===== src/core/ulm_defs.vh =====
// register map, field positions, reset values and codes of the line/modem block
`ifndef ULM_DEFS_VH
`define ULM_DEFS_VH

// ==========================================================
// register indices (byte address = 4 * index)
`define ULM_IIR_IDX 3'h2
`define ULM_LCR_IDX 3'h3
`define ULM_MCR_IDX 3'h4

// ==========================================================
// reset values
`define ULM_LCR_RST 8'h00
`define ULM_MCR_RST 5'h00

// ==========================================================
// line control fields
`define ULM_LCR_LEN_LO 0
`define ULM_LCR_STOP 2
`define ULM_LCR_PEN 3
`define ULM_LCR_EVEN 4
`define ULM_LCR_STICK 5
`define ULM_LCR_BRK 6
`define ULM_LCR_DIVISOR_LATCH_SELECT 7

// ==========================================================
// handshake control fields
`define ULM_MCR_TRDY 0
`define ULM_MCR_RTS 1
`define ULM_MCR_AUX 2
`define ULM_MCR_IRQG 3
`define ULM_MCR_LOOP 4

// ==========================================================
// interrupt enable fields (from the enable register outside)
`define ULM_IER_RDA 0
`define ULM_IER_THRE 1
`define ULM_IER_LSI 2
`define ULM_IER_MSI 3

// ==========================================================
// identification codes, low nibble
`define ULM_ID_NONE 4'h1
`define ULM_ID_LSI 4'h6
`define ULM_ID_RDA 4'h4
`define ULM_ID_CTO 4'hc
`define ULM_ID_THRE 4'h2
`define ULM_ID_MSI 4'h0

// ==========================================================
// receive trigger thresholds in bytes
`define ULM_TRIG_0 5'h01
`define ULM_TRIG_1 5'h04
`define ULM_TRIG_2 5'h08
`define ULM_TRIG_3 5'h0e

// ==========================================================
// timing: character timeout in character times, 16x ticks per half bit
`define ULM_CTO_CHARS 12'h004
`define ULM_TICKS_PER_HALF 12'h008

`endif


===== src/core/ulm_line_modem.v =====
// line format, handshake control and interrupt identification of one UART
//
// Decided for this implementation: the Wishbone slave port.
`timescale 1ns/1ns
`include "ulm_defs.vh"

// What this block does
// - identification bits 4 and 5 read zero
// - bits 6,7 follow FIFO enable; trigger 1/4/8/14
// - line status interrupt, code 0110, highest priority
// - data available, code 0100, second priority
// - FIFO character timeout, code 1100, four characters
// - holding empty, code 0010, cleared by read/write
// - line control bits 1:0 set data length
// - bit 2 gives 1, 1.5 or 2 stop
// - receiver checks only the first stop bit
// - bit 3 enables parity after data bits
// - bit 4 selects odd or even parity
// - bit 5 forces fixed parity bit
// - bit 6 holds transmit output at zero
// - handshake bit 0 drives terminal-ready inverted
// - handshake bit 1 drives request-send inverted
// - handshake bit 2 is internal auxiliary bit
// - handshake bit 3 gates interrupt output enable
// - bit 4 loops transmit into receiver
// - loopback feeds modem inputs from control bits
// - loopback modem interrupts from control bits
// - handshake bits 5 to 7 read zero
// - modem change flags raise code 0000
// - identification bit 0 high when idle
// - identification stays frozen during host read
module ulm_line_modem (
  input wire clk, // 10 MHz clock
  input wire rst, // synchronous reset, active high
  input wire cyc_i, // wishbone cycle
  input wire stb_i, // wishbone strobe
  input wire we_i, // wishbone write
  input wire [4:2] adr_i, // wishbone word address
  input wire [3:0] sel_i, // wishbone byte selects
  input wire [31:0] dat_i, // wishbone write data
  output reg [31:0] dat_o, // wishbone read data
  output reg ack_o, // wishbone acknowledge
  input wire [3:0] intEnable, // interrupt enable register bits 3:0
  input wire fifoEnable, // fifo mode on
  input wire [1:0] trigSelect, // receive trigger code
  input wire [4:0] rxCount, // bytes held in receive fifo
  input wire rxDataReady, // non-fifo receive buffer full
  input wire rxPush, // pulse: byte entered receive fifo
  input wire rxPop, // pulse: receive buffer read
  input wire lineErrEvent, // pulse: overrun/parity/framing/break
  input wire lineStatusRead, // pulse: line status read
  input wire holdEmptyEvent, // pulse: holding register emptied
  input wire holdWrite, // pulse: holding register written
  input wire modemStatusRead, // pulse: modem status read
  input wire baudTick, // 16x baud tick
  input wire txShiftOut, // transmit shifter serial output
  input wire [7:0] txData, // byte being framed for transmit
  input wire [7:0] rxData, // received data bits
  input wire rxParityIn, // received parity bit
  input wire rxPin, // serial receive pin
  input wire clearSendPinN, // clear-to-send pin, active low
  input wire setReadyPinN, // data-set-ready pin, active low
  input wire ringPinN, // ring pin, active low
  input wire carrierDetectPinN, // carrier-detect pin, active low
  output reg txPin, // serial transmit pin
  output reg rxShiftIn, // serial input to receive shifter
  output reg terminalReadyPinN, // terminal-ready pin, active low
  output reg requestSendPinN, // request-to-send pin, active low
  output reg irqOut, // port interrupt level
  output reg irqOe, // port interrupt output enable
  output wire divisorLatchSel, // divisor latch select
  output reg [3:0] dataBits, // data bits per character, 5..8
  output reg [2:0] stopHalfBits, // stop length in half bits
  output reg parityEnable, // parity bit present
  output reg txParityBit, // parity bit for txData
  output reg rxParityErr, // received parity mismatch
  output reg [4:0] rxTrigLevel, // trigger threshold in bytes
  output reg [7:0] modemStatus // deltas in 3:0, levels in 7:4
);

  // ==========================================================
  // registers
  reg [7:0] lcrReg;
  reg [4:0] mcrReg;
  reg [7:0] iirReg;
  reg [7:0] iirNext;
  reg threPendReg;
  reg lsiPendReg;
  reg ctoPendReg;
  reg [3:0] deltaReg;
  reg [4:0] sync1Reg;
  reg [4:0] sync2Reg;
  reg [4:0] sync3Reg;
  reg [4:0] pinReg;
  reg [3:0] modemInReg;
  reg [11:0] ctoCntReg;
  reg [11:0] charTicks;
  reg [7:0] txMasked;
  reg [7:0] rxMasked;
  reg rxExpect;
  reg rdaPend;
  reg [3:0] modemIn;

  wire loopOn = mcrReg[`ULM_MCR_LOOP];
  wire busReq = cyc_i & stb_i & ~ack_o;
  wire busWr = busReq & we_i & sel_i[0];
  wire iirAccess = cyc_i & stb_i & (adr_i == `ULM_IIR_IDX);
  wire iirRead = busReq & ~we_i & (adr_i == `ULM_IIR_IDX);
  wire [4:0] pinsIn = {carrierDetectPinN, ringPinN, setReadyPinN,
                       clearSendPinN, rxPin};

  assign divisorLatchSel = lcrReg[`ULM_LCR_DIVISOR_LATCH_SELECT];

  // ==========================================================
  // wishbone slave: one wait state, ack for every address
  always @(posedge clk) begin
    if (rst) begin
      ack_o <= 1'b0;
      dat_o <= 32'h00000000;
      lcrReg <= `ULM_LCR_RST;
      mcrReg <= `ULM_MCR_RST;
    end else begin
      ack_o <= busReq;
      dat_o <= 32'h00000000;
      if (busReq & ~we_i) begin
        case (adr_i)
          `ULM_IIR_IDX: dat_o <= {24'h000000, iirReg};
          `ULM_LCR_IDX: dat_o <= {24'h000000, lcrReg};
          `ULM_MCR_IDX: dat_o <= {27'h0000000, mcrReg};
          default: dat_o <= 32'h00000000;
        endcase
      end
      if (busWr && adr_i == `ULM_LCR_IDX) begin
        lcrReg <= dat_i[7:0];
      end
      if (busWr && adr_i == `ULM_MCR_IDX) begin
        mcrReg <= dat_i[4:0];
      end
    end
  end

  // ==========================================================
  // pin synchronisers: a change counts once stages two and three agree
  always @(posedge clk) begin
    if (rst) begin
      sync1Reg <= 5'h1f;
      sync2Reg <= 5'h1f;
      sync3Reg <= 5'h1f;
      pinReg <= 5'h1f;
    end else begin
      sync1Reg <= pinsIn;
      sync2Reg <= sync1Reg;
      sync3Reg <= sync2Reg;
      if (sync2Reg == sync3Reg) begin
        pinReg <= sync3Reg;
      end
    end
  end

  // ==========================================================
  // modem inputs, active high: {carrier, ring, set ready, clear send}
  always @* begin
    if (loopOn) begin
      modemIn = {mcrReg[`ULM_MCR_IRQG], mcrReg[`ULM_MCR_AUX],
                 mcrReg[`ULM_MCR_TRDY], mcrReg[`ULM_MCR_RTS]};
    end else begin
      modemIn = ~pinReg[4:1];
    end
  end

  // change flags; a change in the clearing cycle is kept
  always @(posedge clk) begin
    if (rst) begin
      modemInReg <= 4'h0;
      deltaReg <= 4'h0;
      modemStatus <= 8'h00;
    end else begin
      modemInReg <= modemIn;
      deltaReg <= (modemStatusRead ? 4'h0 : deltaReg) |
                  {modemIn[3] ^ modemInReg[3],
                   ~modemIn[2] & modemInReg[2],
                   modemIn[1:0] ^ modemInReg[1:0]};
      modemStatus <= {modemIn, deltaReg};
    end
  end

  // ==========================================================
  // serial path and handshake pins, all registered
  always @(posedge clk) begin
    if (rst) begin
      txPin <= 1'b1;
      rxShiftIn <= 1'b1;
      terminalReadyPinN <= 1'b1;
      requestSendPinN <= 1'b1;
      irqOe <= 1'b0;
      irqOut <= 1'b0;
    end else begin
      if (lcrReg[`ULM_LCR_BRK]) begin
        txPin <= 1'b0;
      end else if (loopOn) begin
        txPin <= 1'b1;
      end else begin
        txPin <= txShiftOut;
      end
      rxShiftIn <= loopOn ? txShiftOut : pinReg[0];
      terminalReadyPinN <= loopOn | ~mcrReg[`ULM_MCR_TRDY];
      requestSendPinN <= loopOn | ~mcrReg[`ULM_MCR_RTS];
      irqOe <= mcrReg[`ULM_MCR_IRQG];
      irqOut <= ~iirNext[0];
    end
  end

  // ==========================================================
  // character format towards the shifters
  always @* begin
    txMasked = txData;
    rxMasked = rxData;
    case (lcrReg[1:0])
      2'b00: begin
        txMasked = {3'h0, txData[4:0]};
        rxMasked = {3'h0, rxData[4:0]};
      end
      2'b01: begin
        txMasked = {2'h0, txData[5:0]};
        rxMasked = {2'h0, rxData[5:0]};
      end
      2'b10: begin
        txMasked = {1'h0, txData[6:0]};
        rxMasked = {1'h0, rxData[6:0]};
      end
      default: begin
        txMasked = txData;
        rxMasked = rxData;
      end
    endcase
    // even sense: parity equals xor of data; odd: its complement
    if (lcrReg[`ULM_LCR_STICK]) begin
      rxExpect = ~lcrReg[`ULM_LCR_EVEN];
    end else begin
      rxExpect = lcrReg[`ULM_LCR_EVEN] ? ^rxMasked : ~^rxMasked;
    end
  end

  always @(posedge clk) begin
    if (rst) begin
      dataBits <= 4'h5;
      stopHalfBits <= 3'h2;
      parityEnable <= 1'b0;
      txParityBit <= 1'b0;
      rxParityErr <= 1'b0;
    end else begin
      dataBits <= {2'b00, lcrReg[1:0]} + 4'h5;
      if (!lcrReg[`ULM_LCR_STOP]) begin
        stopHalfBits <= 3'h2;
      end else if (lcrReg[1:0] == 2'b00) begin
        stopHalfBits <= 3'h3;
      end else begin
        stopHalfBits <= 3'h4;
      end
      parityEnable <= lcrReg[`ULM_LCR_PEN];
      if (!lcrReg[`ULM_LCR_PEN]) begin
        txParityBit <= 1'b0;
      end else if (lcrReg[`ULM_LCR_STICK]) begin
        txParityBit <= ~lcrReg[`ULM_LCR_EVEN];
      end else begin
        txParityBit <= lcrReg[`ULM_LCR_EVEN] ? ^txMasked : ~^txMasked;
      end
      // only data and parity are judged; stop checking stays at one bit
      rxParityErr <= lcrReg[`ULM_LCR_PEN] & (rxParityIn != rxExpect);
    end
  end

  // ==========================================================
  // receive trigger threshold and data-available level
  always @* begin
    case (trigSelect)
      2'b00: rxTrigLevel = `ULM_TRIG_0;
      2'b01: rxTrigLevel = `ULM_TRIG_1;
      2'b10: rxTrigLevel = `ULM_TRIG_2;
      default: rxTrigLevel = `ULM_TRIG_3;
    endcase
    // level term: clears by itself when the buffer is read down
    rdaPend = fifoEnable ? (rxCount >= rxTrigLevel) : rxDataReady;
  end

  // ==========================================================
  // character timeout: 16x ticks of four whole characters
  always @* begin
    charTicks = `ULM_TICKS_PER_HALF *
                ({7'h00, dataBits, 1'b0} + 12'h002 +
                 {10'h000, parityEnable, 1'b0} +
                 {9'h000, stopHalfBits});
  end

  always @(posedge clk) begin
    if (rst) begin
      ctoCntReg <= 12'h000;
      ctoPendReg <= 1'b0;
    end else begin
      if (rxPush | rxPop | ~fifoEnable | (rxCount == 5'h00)) begin
        ctoCntReg <= 12'h000;
      end else if (baudTick && ctoCntReg != 12'hfff) begin
        ctoCntReg <= ctoCntReg + 12'h001;
      end
      // the buffer read clears it; a new expiry in that cycle waits
      if (rxPop | ~fifoEnable) begin
        ctoPendReg <= 1'b0;
      end else if (ctoCntReg >= `ULM_CTO_CHARS * charTicks &&
                   rxCount != 5'h00) begin
        ctoPendReg <= 1'b1;
      end
    end
  end

  // ==========================================================
  // sticky sources: set wins over clear
  always @(posedge clk) begin
    if (rst) begin
      lsiPendReg <= 1'b0;
      threPendReg <= 1'b0;
    end else begin
      lsiPendReg <= lineErrEvent | (lsiPendReg & ~lineStatusRead);
      threPendReg <= holdEmptyEvent |
                     (threPendReg & ~holdWrite &
                      ~(iirRead & iirReg[3:0] == `ULM_ID_THRE));
    end
  end

  // ==========================================================
  // prioritised identification
  always @* begin
    iirNext = {fifoEnable, fifoEnable, 2'b00, `ULM_ID_NONE};
    if (lsiPendReg & intEnable[`ULM_IER_LSI]) begin
      iirNext[3:0] = `ULM_ID_LSI;
    end else if (rdaPend & intEnable[`ULM_IER_RDA]) begin
      iirNext[3:0] = `ULM_ID_RDA;
    end else if (ctoPendReg & intEnable[`ULM_IER_RDA]) begin
      iirNext[3:0] = `ULM_ID_CTO;
    end else if (threPendReg & intEnable[`ULM_IER_THRE]) begin
      iirNext[3:0] = `ULM_ID_THRE;
    end else if ((|deltaReg) & intEnable[`ULM_IER_MSI]) begin
      iirNext[3:0] = `ULM_ID_MSI;
    end
  end

  // frozen while the host addresses it, so the code read is consistent
  always @(posedge clk) begin
    if (rst) begin
      iirReg <= {4'h0, `ULM_ID_NONE};
    end else if (!iirAccess) begin
      iirReg <= iirNext;
    end
  end

endmodule


===== config.mk =====
export PLATFORM = sky130hd
export DESIGN_NAME = ulm_line_modem
export DESIGN_NICKNAME = d
export VERILOG_FILES = /design/src/core/ulm_line_modem.v
export VERILOG_INCLUDE_DIRS = /design/src /design/src/core
export SDC_FILE = /design/constraint.sdc
export NUM_CORES = 1
export LEC_CHECK = 0
export ABC_AREA = 1
export BUFFER_PORTS_ARGS = -buffer_cell sky130_fd_sc_hd__buf_2
export CAP_MARGIN = 10
export CORE_MARGIN = 2
export CORE_UTILIZATION = 30
export DETAILED_ROUTE_END_ITERATION = 12
export SLEW_MARGIN = 20
export SYNTH_ARGS = -nofsm -noshare
export SYNTH_HDL_FRONTEND = slang
export SYNTH_SLANG_ARGS = --single-unit
export TNS_END_PERCENT = 1

===== constraint.sdc =====
create_clock -name clk -period 4.65 [get_ports clk]
set_input_delay 0.2325 -clock clk [delete_from_list [all_inputs] [get_ports clk]]
set_output_delay 0.2325 -clock clk [all_outputs]
set_load 0.005 [all_outputs]

==> impl_metrics.csv, run 1 <==
group,metric,value,unit
power_and_ir_drop,pwr_density_cell,313,mW/mm²
synth,synth.most_common_cell,"nand2_1",
place,gp_congestion,0.804,
critical_path,max_stage_delay,0.33,ns
clock_network,cts.sinks,90,
detailed_routing,viasPerCell,4.24,
synth,synth_simple_gate_area_share,27.4,%
critical_path,ff2ff_setup_slack,2.13,ns
synth,ys_seq_elements,90,
detailed_routing,totalWireLength,9910,µm
timing,fmax,397,MHz
hold_path,min_to,"sync1Reg[0]$_SDFF_PP1_",
synth,ys_top_cells_by_area,"dfxtp_1, nand2_1, inv_1",
timing,slew_viol_final,0,
global_routing,antenna_found_initial,0,
critical_path,slowest_stage,"ha_1",
synth,synth.cell_area,0.00450,mm²
global_routing,grt_start_max_net_pins,36,
detailed_routing,drc,0,
final_layout,layout-drive-gt1-share,21.1,%
clock_network,postCtsHoldBufs,0,
final_layout,n_fill_cell,1537,
timing,setup_viol,0,
global_routing,grt_pass1_vias,3420,
timing,hold_violations,0,
global_routing,grt_pass1_wl,15900,µm
detailed_routing,postRouteAntennaNets,0,
synth,synthFlopType,"dfxtp_1",
outcome,status,"completed",
clock_network,clockBufferDepth,2,
timing,skew,0.00798,ns
critical_path,cp.required,4.92,ns
power_and_ir_drop,ir_drop,0.000199,V
synth,synth_xor_area_share,2.14,%
critical_path,reg2reg_from,"dataBits[1]$_SDFF_PP0_",
synth,synthAdderAreaFrac,6.40,%
detailed_routing,wire_per_inst,11.0,µm
flow_run,cap_violations,0,
final_layout,antenna_cells,0,
clock_network,cts_root_buf,"clkbuf_16",
floorplanning,dieArea,0.0160,mm²
clock_network,ctsResizeCount,0,
critical_path,cp_common_cell,"ha_1",
synth,synth_common_cells,"nand2_1, inv_1, dfxtp_1",
critical_path,critical_path.max_fanout,3,
synth,synth.top_cell.area_share,40.1,%
synth,synth_top_family_by_area,"simple AND/OR/NAND/NOR gates",
critical_path,crit_path_end_kind,"flop",
clock_network,clk_pin_slew,0.07,ns
global_routing,grt_remaining_overflow,0,
critical_path,rr_worst_depth,12,
floorplanning,fp.coreArea,0.0146,mm²
synth,ys_async_sr_fraction,0,%
critical_path,worstPathArrival,2.79,ns
synth,synth_edf_count,0,
hold_path,whs_path_depth,2,
floorplanning,core.rowCount,44,
floorplanning,io_pins,151,
clock_network,cts_buffers,9,
detailed_routing,drt-initial-drc-count,148,
timing,fin_crit_sh,54.1,%
synth,synth_compound_area_share,9.54,%
synth,yosysSeqAreaShare,40.1,%
synth,avgSynthCellArea,7.29,µm²
detailed_routing,num_vias,3831,
critical_path,start_kind,"flop",
final_layout,fin_util,36.8,%
timing,setup_tns,0,ns
synth,synth_cell_types,41,
detailed_routing,dr.pass1.iters,4,
critical_path,worstReg2RegEnd,"ctoPendReg$_SDFFE_PP0P_",
floorplanning,start_util,30.8,%
synth,synth-warning-count,0,
floorplanning,dieHeight,126,µm
synth,yosys.area.top_type,"dfxtp_1",
clock_network,post_cts_buffers,0,
critical_path,cp_cell_sequence,"ha_1 -> ha_1 -> a31oi_1 -> or2_2 -> a21oi_1 -> inv_1 -> ha_1 -> nand2_1 -> nor2_1 -> nand4_1 -> and3_1 -> o21ai_0",
place,io_buffers,98,
global_routing,grt_use_total,12.4,%
synth,synthCells,617,
critical_path,path_class,"reg2reg",
clock_network,clock_latency,0.34,ns
clock_network,cts_max_level,3,
synth,synthMuxAreaShare,0,%
hold_path,hp-class,"in2reg",
hold_path,hp-start,"rxPin",
final_layout,fin_nets,826,
floorplanning,die_w,126,µm
final_layout,synthToLayoutAreaGrowth,19.3,%
timing,hold_slack,0.0636,ns
timing,min_period,2.52,ns
place,dp_hpwl,7810,µm
timing,rsz0062_at_grt,"false",
clock_network,cts_tree,"built",
power_and_ir_drop,p_leak,2.66,nW
-- per-stage QoR --
stage / cell area [µm²] / total power [W] / cells / setup WS (ns)
final: 5370 / 0.00168 / 904 / 2.13
after global routing: 5370 / 0.00176 / 904 / 1.99
after CTS: 5370 / 0.00171 / 904 / 2.11
after detailed placement: 5070 / 0.000989 / 888 / 2.12
after global placement: 5070 / 0.000987 / 888 / 2.20
after floorplan: 4590 / 0.000941 / 641 / 2.35
-- critical path, delay by kind of cell, from the launching register on --
family,cells,cell delay [ns]
AOI/OAI and AO/OA,3,0.38
DFF,1,0.32
and+or+nand+nor,5,0.81
adders and majority gates,3,0.88
buffers and inverters,1,0.06
-- how the worst max path moves through the flow --
stage / startpoint / to / slack (ns) / cells past startpoint
after global routing: dataBits[1]$_SDFF_PP0_ / ctoPendReg$_SDFFE_PP0P_ / 1.99 / 12
final: dataBits[1]$_SDFF_PP0_ / ctoPendReg$_SDFFE_PP0P_ / 2.13 / 12
after floorplan: dataBits[1]$_SDFF_PP0_ / ctoPendReg$_SDFFE_PP0P_ / 2.35 / 12
after global placement: dataBits[1]$_SDFF_PP0_ / ctoPendReg$_SDFFE_PP0P_ / 2.20 / 12
after CTS: dataBits[1]$_SDFF_PP0_ / ctoPendReg$_SDFFE_PP0P_ / 2.11 / 12
after detailed placement: dataBits[1]$_SDFF_PP0_ / ctoPendReg$_SDFFE_PP0P_ / 2.12 / 12
-- power breakdown --
| part | leakage, nW | internal (W) | switching, W |
|---|---|---|---|
| Sequential | 0.733 | 0.000796 | 0.0000117 |
| Clock | 0.142 | 0.000377 | 0.000333 |
| Combinational | 1.78 | 0.0000661 | 0.0000951 |
-- flip-flops by register name (all words and copies together) (netlist names), 3 cells and up --
| signal | flops |
|---|---|
| ctoCntReg | 12 |
| dat_o | 8 |
| dataBits | 4 |
| deltaReg | 4 |
| iirReg | 5 |
| lcrReg | 8 |
| mcrReg | 5 |
| modemStatus | 8 |
| pinReg | 5 |
| stopHalfBits | 3 |
| sync1Reg | 5 |
| sync2Reg | 5 |
| sync3Reg | 5 |
-- layout make-up --
class                      count  area (µm²)  share of cell area, %
clock buffer                   9         225                   4.20
clock inverter                 7        70.1                   1.31
inverter                     106         402                   7.49
multi-input combinational    409        2140                   39.9
sequential                    90        1800                   33.6
tap                          184         230                   4.29
timing repair buffer          99         498                   9.28
-- cells in the final DEF, fill, tap and decap left out, drive strengths merged, types with 3 or more instances in the layout --
master / n
inv: 109
nor2: 81
nand2: 128
nand3: 31
buf: 99
or2: 14
ha: 23
a221oi: 3
xnor2: 4
clkbuf: 9
nor3: 7
conb: 25
clkinv: 3
nand4: 6
o21ai: 33
dfxtp: 90
o21bai: 3
a21oi: 33
xor2: 7
-- layer usage --
metal / vias up / global-route usage, % / wire [µm]
li1: 2065 / - / -
met1: 1689 / 16.1 / 4870
met2: 75 / 20.2 / 4620
met3: 2 / 3.21 / 399
met4: 0 / 3.62 / 29
met5: - / 0 / 0
-- cells by family after synthesis --
kind of cell | Yosys count
xor gates and xnor gates | 11
adders and majority gates | 23
AOI/OAI and AO/OA | 79
and+or+nand+nor | 271
DFF | 90
other | 1
buffers and inverters | 142
Power figures use the tool's default switching activity.
==> inputs of run 2 (changes only) <==
Clock period 4.65 ns to 2.4 ns, I/O delays scaled along.
==> run 2 against run 1 <==
Net effect: sequential power up 94%; setup slack worse by 2.0 ns; core utilization up 1.1 points; first-iteration DRC count down 11%; routed wire length up 4.4%; final cell count up 1.2%; via count up 2.3%; global-route usage up 0.72 points; maximum frequency up 11%; flip-flop and latch count unchanged; critical path type unchanged.
==> impl_metrics.csv, run 2 (synthesis gave the netlist of run 1 again) <==
group,metric,value,unit
timing,hold_violations,0,
clock_network,clock_latency,0.34,ns
power_and_ir_drop,comb_power_share,9.9,%
place,io_buffers,98,
final_layout,n_fill_cell,1492,
critical_path,worstPathArrival,2.50,ns
place,dpl.cell_count,893,
power_and_ir_drop,clkPwrFrac,42.1,%
critical_path,worstReg2RegEnd,"ctoPendReg$_SDFFE_PP0P_",
place,dp_hpwl,8000,µm
detailed_routing,wire_per_inst,11.3,µm
timing,min_period,2.27,ns
flow_run,cap_violations,0,
timing,skew,0.00570,ns
final_layout,layout-drive-gt1-share,23.4,%
global_routing,grt_start_max_net_pins,35,
floorplanning,dieArea,0.0160,mm²
clock_network,cts_root_buf,"clkbuf_16",
critical_path,crit_path_end_kind,"flop",
detailed_routing,dr.pass1.iters,4,
power_and_ir_drop,swShare,26.3,%
critical_path,reg2reg_from,"stopHalfBits[0]$_SDFF_PP0_",
final_layout,fin_util,37.9,%
clock_network,cts_max_level,3,
power_and_ir_drop,pwr_density_cell,590,mW/mm²
global_routing,grt_pass1_wl,16700,µm
place,gp_congestion,0.815,
power_and_ir_drop,p_leak,2.71,nW
hold_path,whs_path_depth,2,
critical_path,start_kind,"flop",
final_layout,antenna_cells,0,
detailed_routing,num_vias,3918,
detailed_routing,postRouteAntennaNets,0,
power_and_ir_drop,power_frac_seq,48.0,%
global_routing,grt_remaining_overflow,0,
clock_network,clk_pin_slew,0.07,ns
global_routing,grt_use_total,13.1,%
clock_network,cts_tree,"built",
floorplanning,core.rowCount,44,
clock_network,clockBufferDepth,2,
floorplanning,io_pins,151,
floorplanning,dieHeight,126,µm
critical_path,cp.required,2.63,ns
final_layout,regMostFlops,"ctoCntReg",
final_layout,stdcell_count,915,
timing,setup_tns,0,ns
timing,hold_slack,0.0133,ns
timing,slew_viol_final,0,
final_layout,synthToLayoutAreaGrowth,23.0,%
power_and_ir_drop,net-switching-power,0.000860,W
timing,fin_crit_sh,94.7,%
outcome,status,"completed",
timing,setup_viol,0,
detailed_routing,drc,0,
place,dpl_cell_area,0.00511,mm²
detailed_routing,drt-initial-drc-count,131,
hold_path,hp-class,"in2reg",
final_layout,layout_commonest_cell,"nand2_1",
power_and_ir_drop,ir_drop,0.000374,V
final_layout,finalInstanceArea,0.00553,mm²
clock_network,cts_buffers,9,
critical_path,ff2ff_setup_slack,0.13,ns
critical_path,path_class,"reg2reg",
clock_network,cts.sinks,90,
floorplanning,fp.coreArea,0.0146,mm²
hold_path,min_to,"deltaReg[2]$_SDFF_PP0_",
critical_path,rr_worst_depth,12,
power_and_ir_drop,cellInternalPower,0.00240,W
critical_path,critical_path.max_fanout,3,
detailed_routing,viasPerCell,4.28,
final_layout,largest_reg_flops,12,
detailed_routing,totalWireLength,10300,µm
global_routing,grt_pass1_vias,3571,
final_layout,fin_nets,837,
floorplanning,die_w,126,µm
final_layout,final_cell_mix,"nand2_1, inv_1, buf_2",
global_routing,antenna_found_initial,0,
hold_path,hp-start,"modemStatusRead",
floorplanning,start_util,30.8,%
clock_network,post_cts_buffers,0,
timing,fmax,440,MHz
==> run 2: cell count changes in the layout (fill, tap and decap cells not counted), sizes merged <==
cell	delta
dlygate4sd3	+6
buf	+5
==> run 2: what timing repair did <==
| item | 4_1_cts | 5_1_grt |
|---|---|---|
| pin swaps | 1 | 4 |
| hold endpoints to repair | 6 | 0 |
| hold buffers | 6 | 0 |
| endpoints found under the setup margin | 1 | 1 |
| resized for setup | 5 | 14 |
==> run 2: worst max path at each step <==
| stage | start | to | cells after the start |
|---|---|---|---|
| floorplan | dataBits[1]$_SDFF_PP0_ | ctoPendReg$_SDFFE_PP0P_ | 12 |
| global placement | dataBits[1]$_SDFF_PP0_ | ctoPendReg$_SDFFE_PP0P_ | 12 |
| detailed placement | dataBits[1]$_SDFF_PP0_ | ctoPendReg$_SDFFE_PP0P_ | 12 |
| CTS | stopHalfBits[0]$_SDFF_PP0_ | ctoPendReg$_SDFFE_PP0P_ | 13 |
| global route | dataBits[0]$_SDFF_PP1_ | ctoPendReg$_SDFFE_PP0P_ | 14 |
| finish | stopHalfBits[0]$_SDFF_PP0_ | ctoPendReg$_SDFFE_PP0P_ | 12 |
==> run 2: layout make-up <==
cell class / count / area (µm²) / share of cell area, %
multi-input cells: 409 / 2210 / 40.0
flip-flops and latches: 90 / 1800 / 32.6
repair buffers: 110 / 596 / 10.8
inverters: 106 / 402 / 7.26
well taps: 184 / 230 / 4.16
clock buffers: 9 / 225 / 4.07
clock inverters: 7 / 61.3 / 1.11
==> run 2: power groups by stage <==
stage                     clock network (W)  logic, W  registers [W]
after detailed placement                  0  0.000318        0.00160
final                               0.00137  0.000324        0.00157
after floorplan                           0  0.000226        0.00160
after CTS                           0.00141  0.000327        0.00157
after global routing                0.00148  0.000372        0.00157
after global placement                    0  0.000314        0.00160
==> run 2: layer usage <==
metal  up-vias  global-route usage [%]  routed length, µm
li1       2081                       -                  -
met1      1752                    17.1               4950
met2        69                    21.6               4850
met3        16                    2.91                393
met4         0                    4.07                149
met5         -                       0                  0
==> run 2: worst max-delay path, stage by stage, from the launching register on <==
cell,delay (ns)
dfxtp_2,0.35
inv_1,0.04
ha_1,0.18
or2_4,0.23
ha_2,0.18
a21oi_2,0.12
o21ai_1,0.07
xor2_1,0.14
ha_1,0.33
a21oi_1,0.15
o21a_1,0.13
and3_4,0.18
o21ai_1,0.05
==> run 2: through the flow <==
stage                     power [W]  worst slack, ns
after floorplan             0.00182            0.102
after global placement      0.00191           0.0207
after detailed placement    0.00192          -0.0283
after CTS                   0.00330           0.0203
after global routing        0.00342          -0.0158
final                       0.00326            0.127
==> inputs of run 3 (changes only) <==
==> constraint.sdc (replaced) <==
create_clock -name clk -period 2.4 [get_ports clk]
set_input_delay 0.24 -clock clk [delete_from_list [all_inputs] [get_ports clk]]
set_output_delay 0.24 -clock clk [all_outputs]
set_load 0.005 [all_outputs]
==> run 3 against run 2 <==
Net effect: routed wire length decreased by 1.8%; total power grew 2.5%; design area shrank 0.45%; sequential power hardly changed; global-route usage shrank 0.40 points; core utilization shrank 0.17 points; combinational power shrank 2%; register-to-register slack about the same; final cell count down 0.33%; largest power group unchanged.
==> impl_metrics.csv, run 3 (synthesis gave the netlist of run 1 again) <==
group,metric,value,unit
outcome,status,"completed",
power_and_ir_drop,ir_drop,0.000336,V
clock_network,cts_tree,"built",
flow_run,cap_violations,0,
final_layout,regMostFlops,"ctoCntReg",
global_routing,antenna_found_initial,0,
timing,fmax,440,MHz
final_layout,finalInstanceArea,0.00551,mm²
floorplanning,dieArea,0.0160,mm²
clock_network,clk_pin_slew,0.07,ns
power_and_ir_drop,p_leak,2.71,nW
detailed_routing,totalWireLength,10200,µm
final_layout,fin_util,37.8,%
final_layout,fin_nets,834,
floorplanning,die_w,126,µm
place,io_buffers,98,
global_routing,grt_pass1_wl,16400,µm
critical_path,start_kind,"flop",
final_layout,final_cell_mix,"nand2_1, inv_1, buf_2",
final_layout,layout-drive-gt1-share,23.6,%
critical_path,critical_path.max_fanout,2,
final_layout,antenna_cells,0,
detailed_routing,dr.pass1.iters,6,
global_routing,grt_remaining_overflow,0,
critical_path,cp.required,2.68,ns
critical_path,path_class,"reg2reg",
floorplanning,start_util,30.8,%
final_layout,synthToLayoutAreaGrowth,22.5,%
timing,slew_viol_final,0,
place,dpl_cell_area,0.00512,mm²
global_routing,grt_start_max_net_pins,35,
floorplanning,io_pins,151,
critical_path,rr_worst_depth,12,
critical_path,crit_path_end_kind,"flop",
detailed_routing,viasPerCell,4.27,
hold_path,whs_path_depth,2,
timing,setup_ws,0.128,ns
place,dp_hpwl,7980,µm
clock_network,cts_buffers,9,
timing,fin_crit_sh,94.7,%
global_routing,grt_use_total,12.7,%
timing,hold_slack,0.0741,ns
clock_network,cts_root_buf,"clkbuf_16",
power_and_ir_drop,pwr_density_cell,607,mW/mm²
place,gp_congestion,0.810,
clock_network,cts.sinks,90,
clock_network,clockBufferDepth,2,
detailed_routing,drt-initial-drc-count,181,
hold_path,hp-class,"in2reg",
detailed_routing,wire_per_inst,11.1,µm
timing,hold_violations,0,
final_layout,largest_reg_flops,12,
global_routing,grt_pass1_vias,3561,
final_layout,n_fill_cell,1550,
place,place_ws,-0.0750,ns
timing,setup_viol,0,
timing,skew,0.00564,ns
detailed_routing,postRouteAntennaNets,0,
floorplanning,fp.coreArea,0.0146,mm²
clock_network,clock_latency,0.34,ns
floorplanning,dieHeight,126,µm
detailed_routing,drc,0,
final_layout,layout_commonest_cell,"nand2_1",
clock_network,cts_max_level,3,
critical_path,worstPathArrival,2.55,ns
timing,min_period,2.27,ns
floorplanning,core.rowCount,44,
detailed_routing,num_vias,3897,
==> run 3: cell count changes in the layout (fill, tap and decap cells not counted), moves of 2 or more <==
cell,change
dlygate4sd3_1,-6
buf_4,+3
nand2_1,+2
nand2_2,-2
==> run 3: power by group <==
part	leakage, nW	total (W)	switching [W]	internal [W]
clock network	0.147	0.00146	0.000614	0.000848
registers	0.734	0.00157	0.0000224	0.00154
logic	1.83	0.000318	0.000187	0.000131
total	2.71	0.00335	0.000824	0.00252
==> run 3: worst paths after layout <==
check                              start                       to  slack (ns)
setup / recovery  dataBits[1]$_SDFF_PP0_  ctoPendReg$_SDFFE_PP0P_        0.13
hold / removal                  ringPinN   sync1Reg[3]$_SDFF_PP1_        0.07
setup reg to reg  dataBits[1]$_SDFF_PP0_  ctoPendReg$_SDFFE_PP0P_        0.13
hold reg to reg   sync1Reg[2]$_SDFF_PP1_   sync2Reg[2]$_SDFF_PP1_        0.41
==> run 3: layer usage <==
| metal | track usage, % | vias up | wire, µm |
|---|---|---|---|
| met4 | 2.71 | 0 | 73 |
| met2 | 21.8 | 65 | 4790 |
| li1 | - | 2076 | - |
| met5 | 0 | - | 0 |
| met3 | 3.21 | 8 | 456 |
| met1 | 16.1 | 1748 | 4840 |
==> run 3: stage by stage <==
| stage | total power (W) | std cells | setup TNS (ns) |
|---|---|---|---|
| 6_report | 0.00335 | 912 | 0 |
| 4_1_cts | 0.00338 | 911 | 0 |
| 2_1_floorplan | 0.00182 | 641 | 0 |
| 5_1_grt | 0.00350 | 912 | -0.00407 |
| 3_3_place_gp | 0.00191 | 895 | 0 |
| 3_5_place_dp | 0.00192 | 895 | -0.0750 |
==> run 3: critical path, cell delays in order (launching register included) <==
cell and delay (ns):
dfxtp_1 0.37, ha_4 0.22, ha_4 0.26, a31oi_1 0.10, or2_4 0.25, a21oi_2 0.11
inv_1 0.05, ha_1 0.26, nand2_1 0.07, nor2_2 0.12, nand4_1 0.10, and3_4 0.19
o21ai_1 0.11
==> run 3: area by class of cell <==
class                           count  area [µm²]  share of cell area (%)
Timing Repair Buffer              107         558                    10.1
Clock buffer                       10         239                    4.34
Multi-Input combinational cell    409        2200                    39.9
Tap cell                          184         230                    4.18
Clock inverter                      6        73.8                    1.34
Inverter                          106         402                    7.29
Sequential cell                    90        1810                    32.8
==> run 3: repair_timing <==
action	CTS	global route
hold endpoints to repair	0	0
gates resized for setup	7	10
pin swaps	2	4
hold buffers	0	0
buffers inserted	0	1
endpoints found under the setup margin	1	1
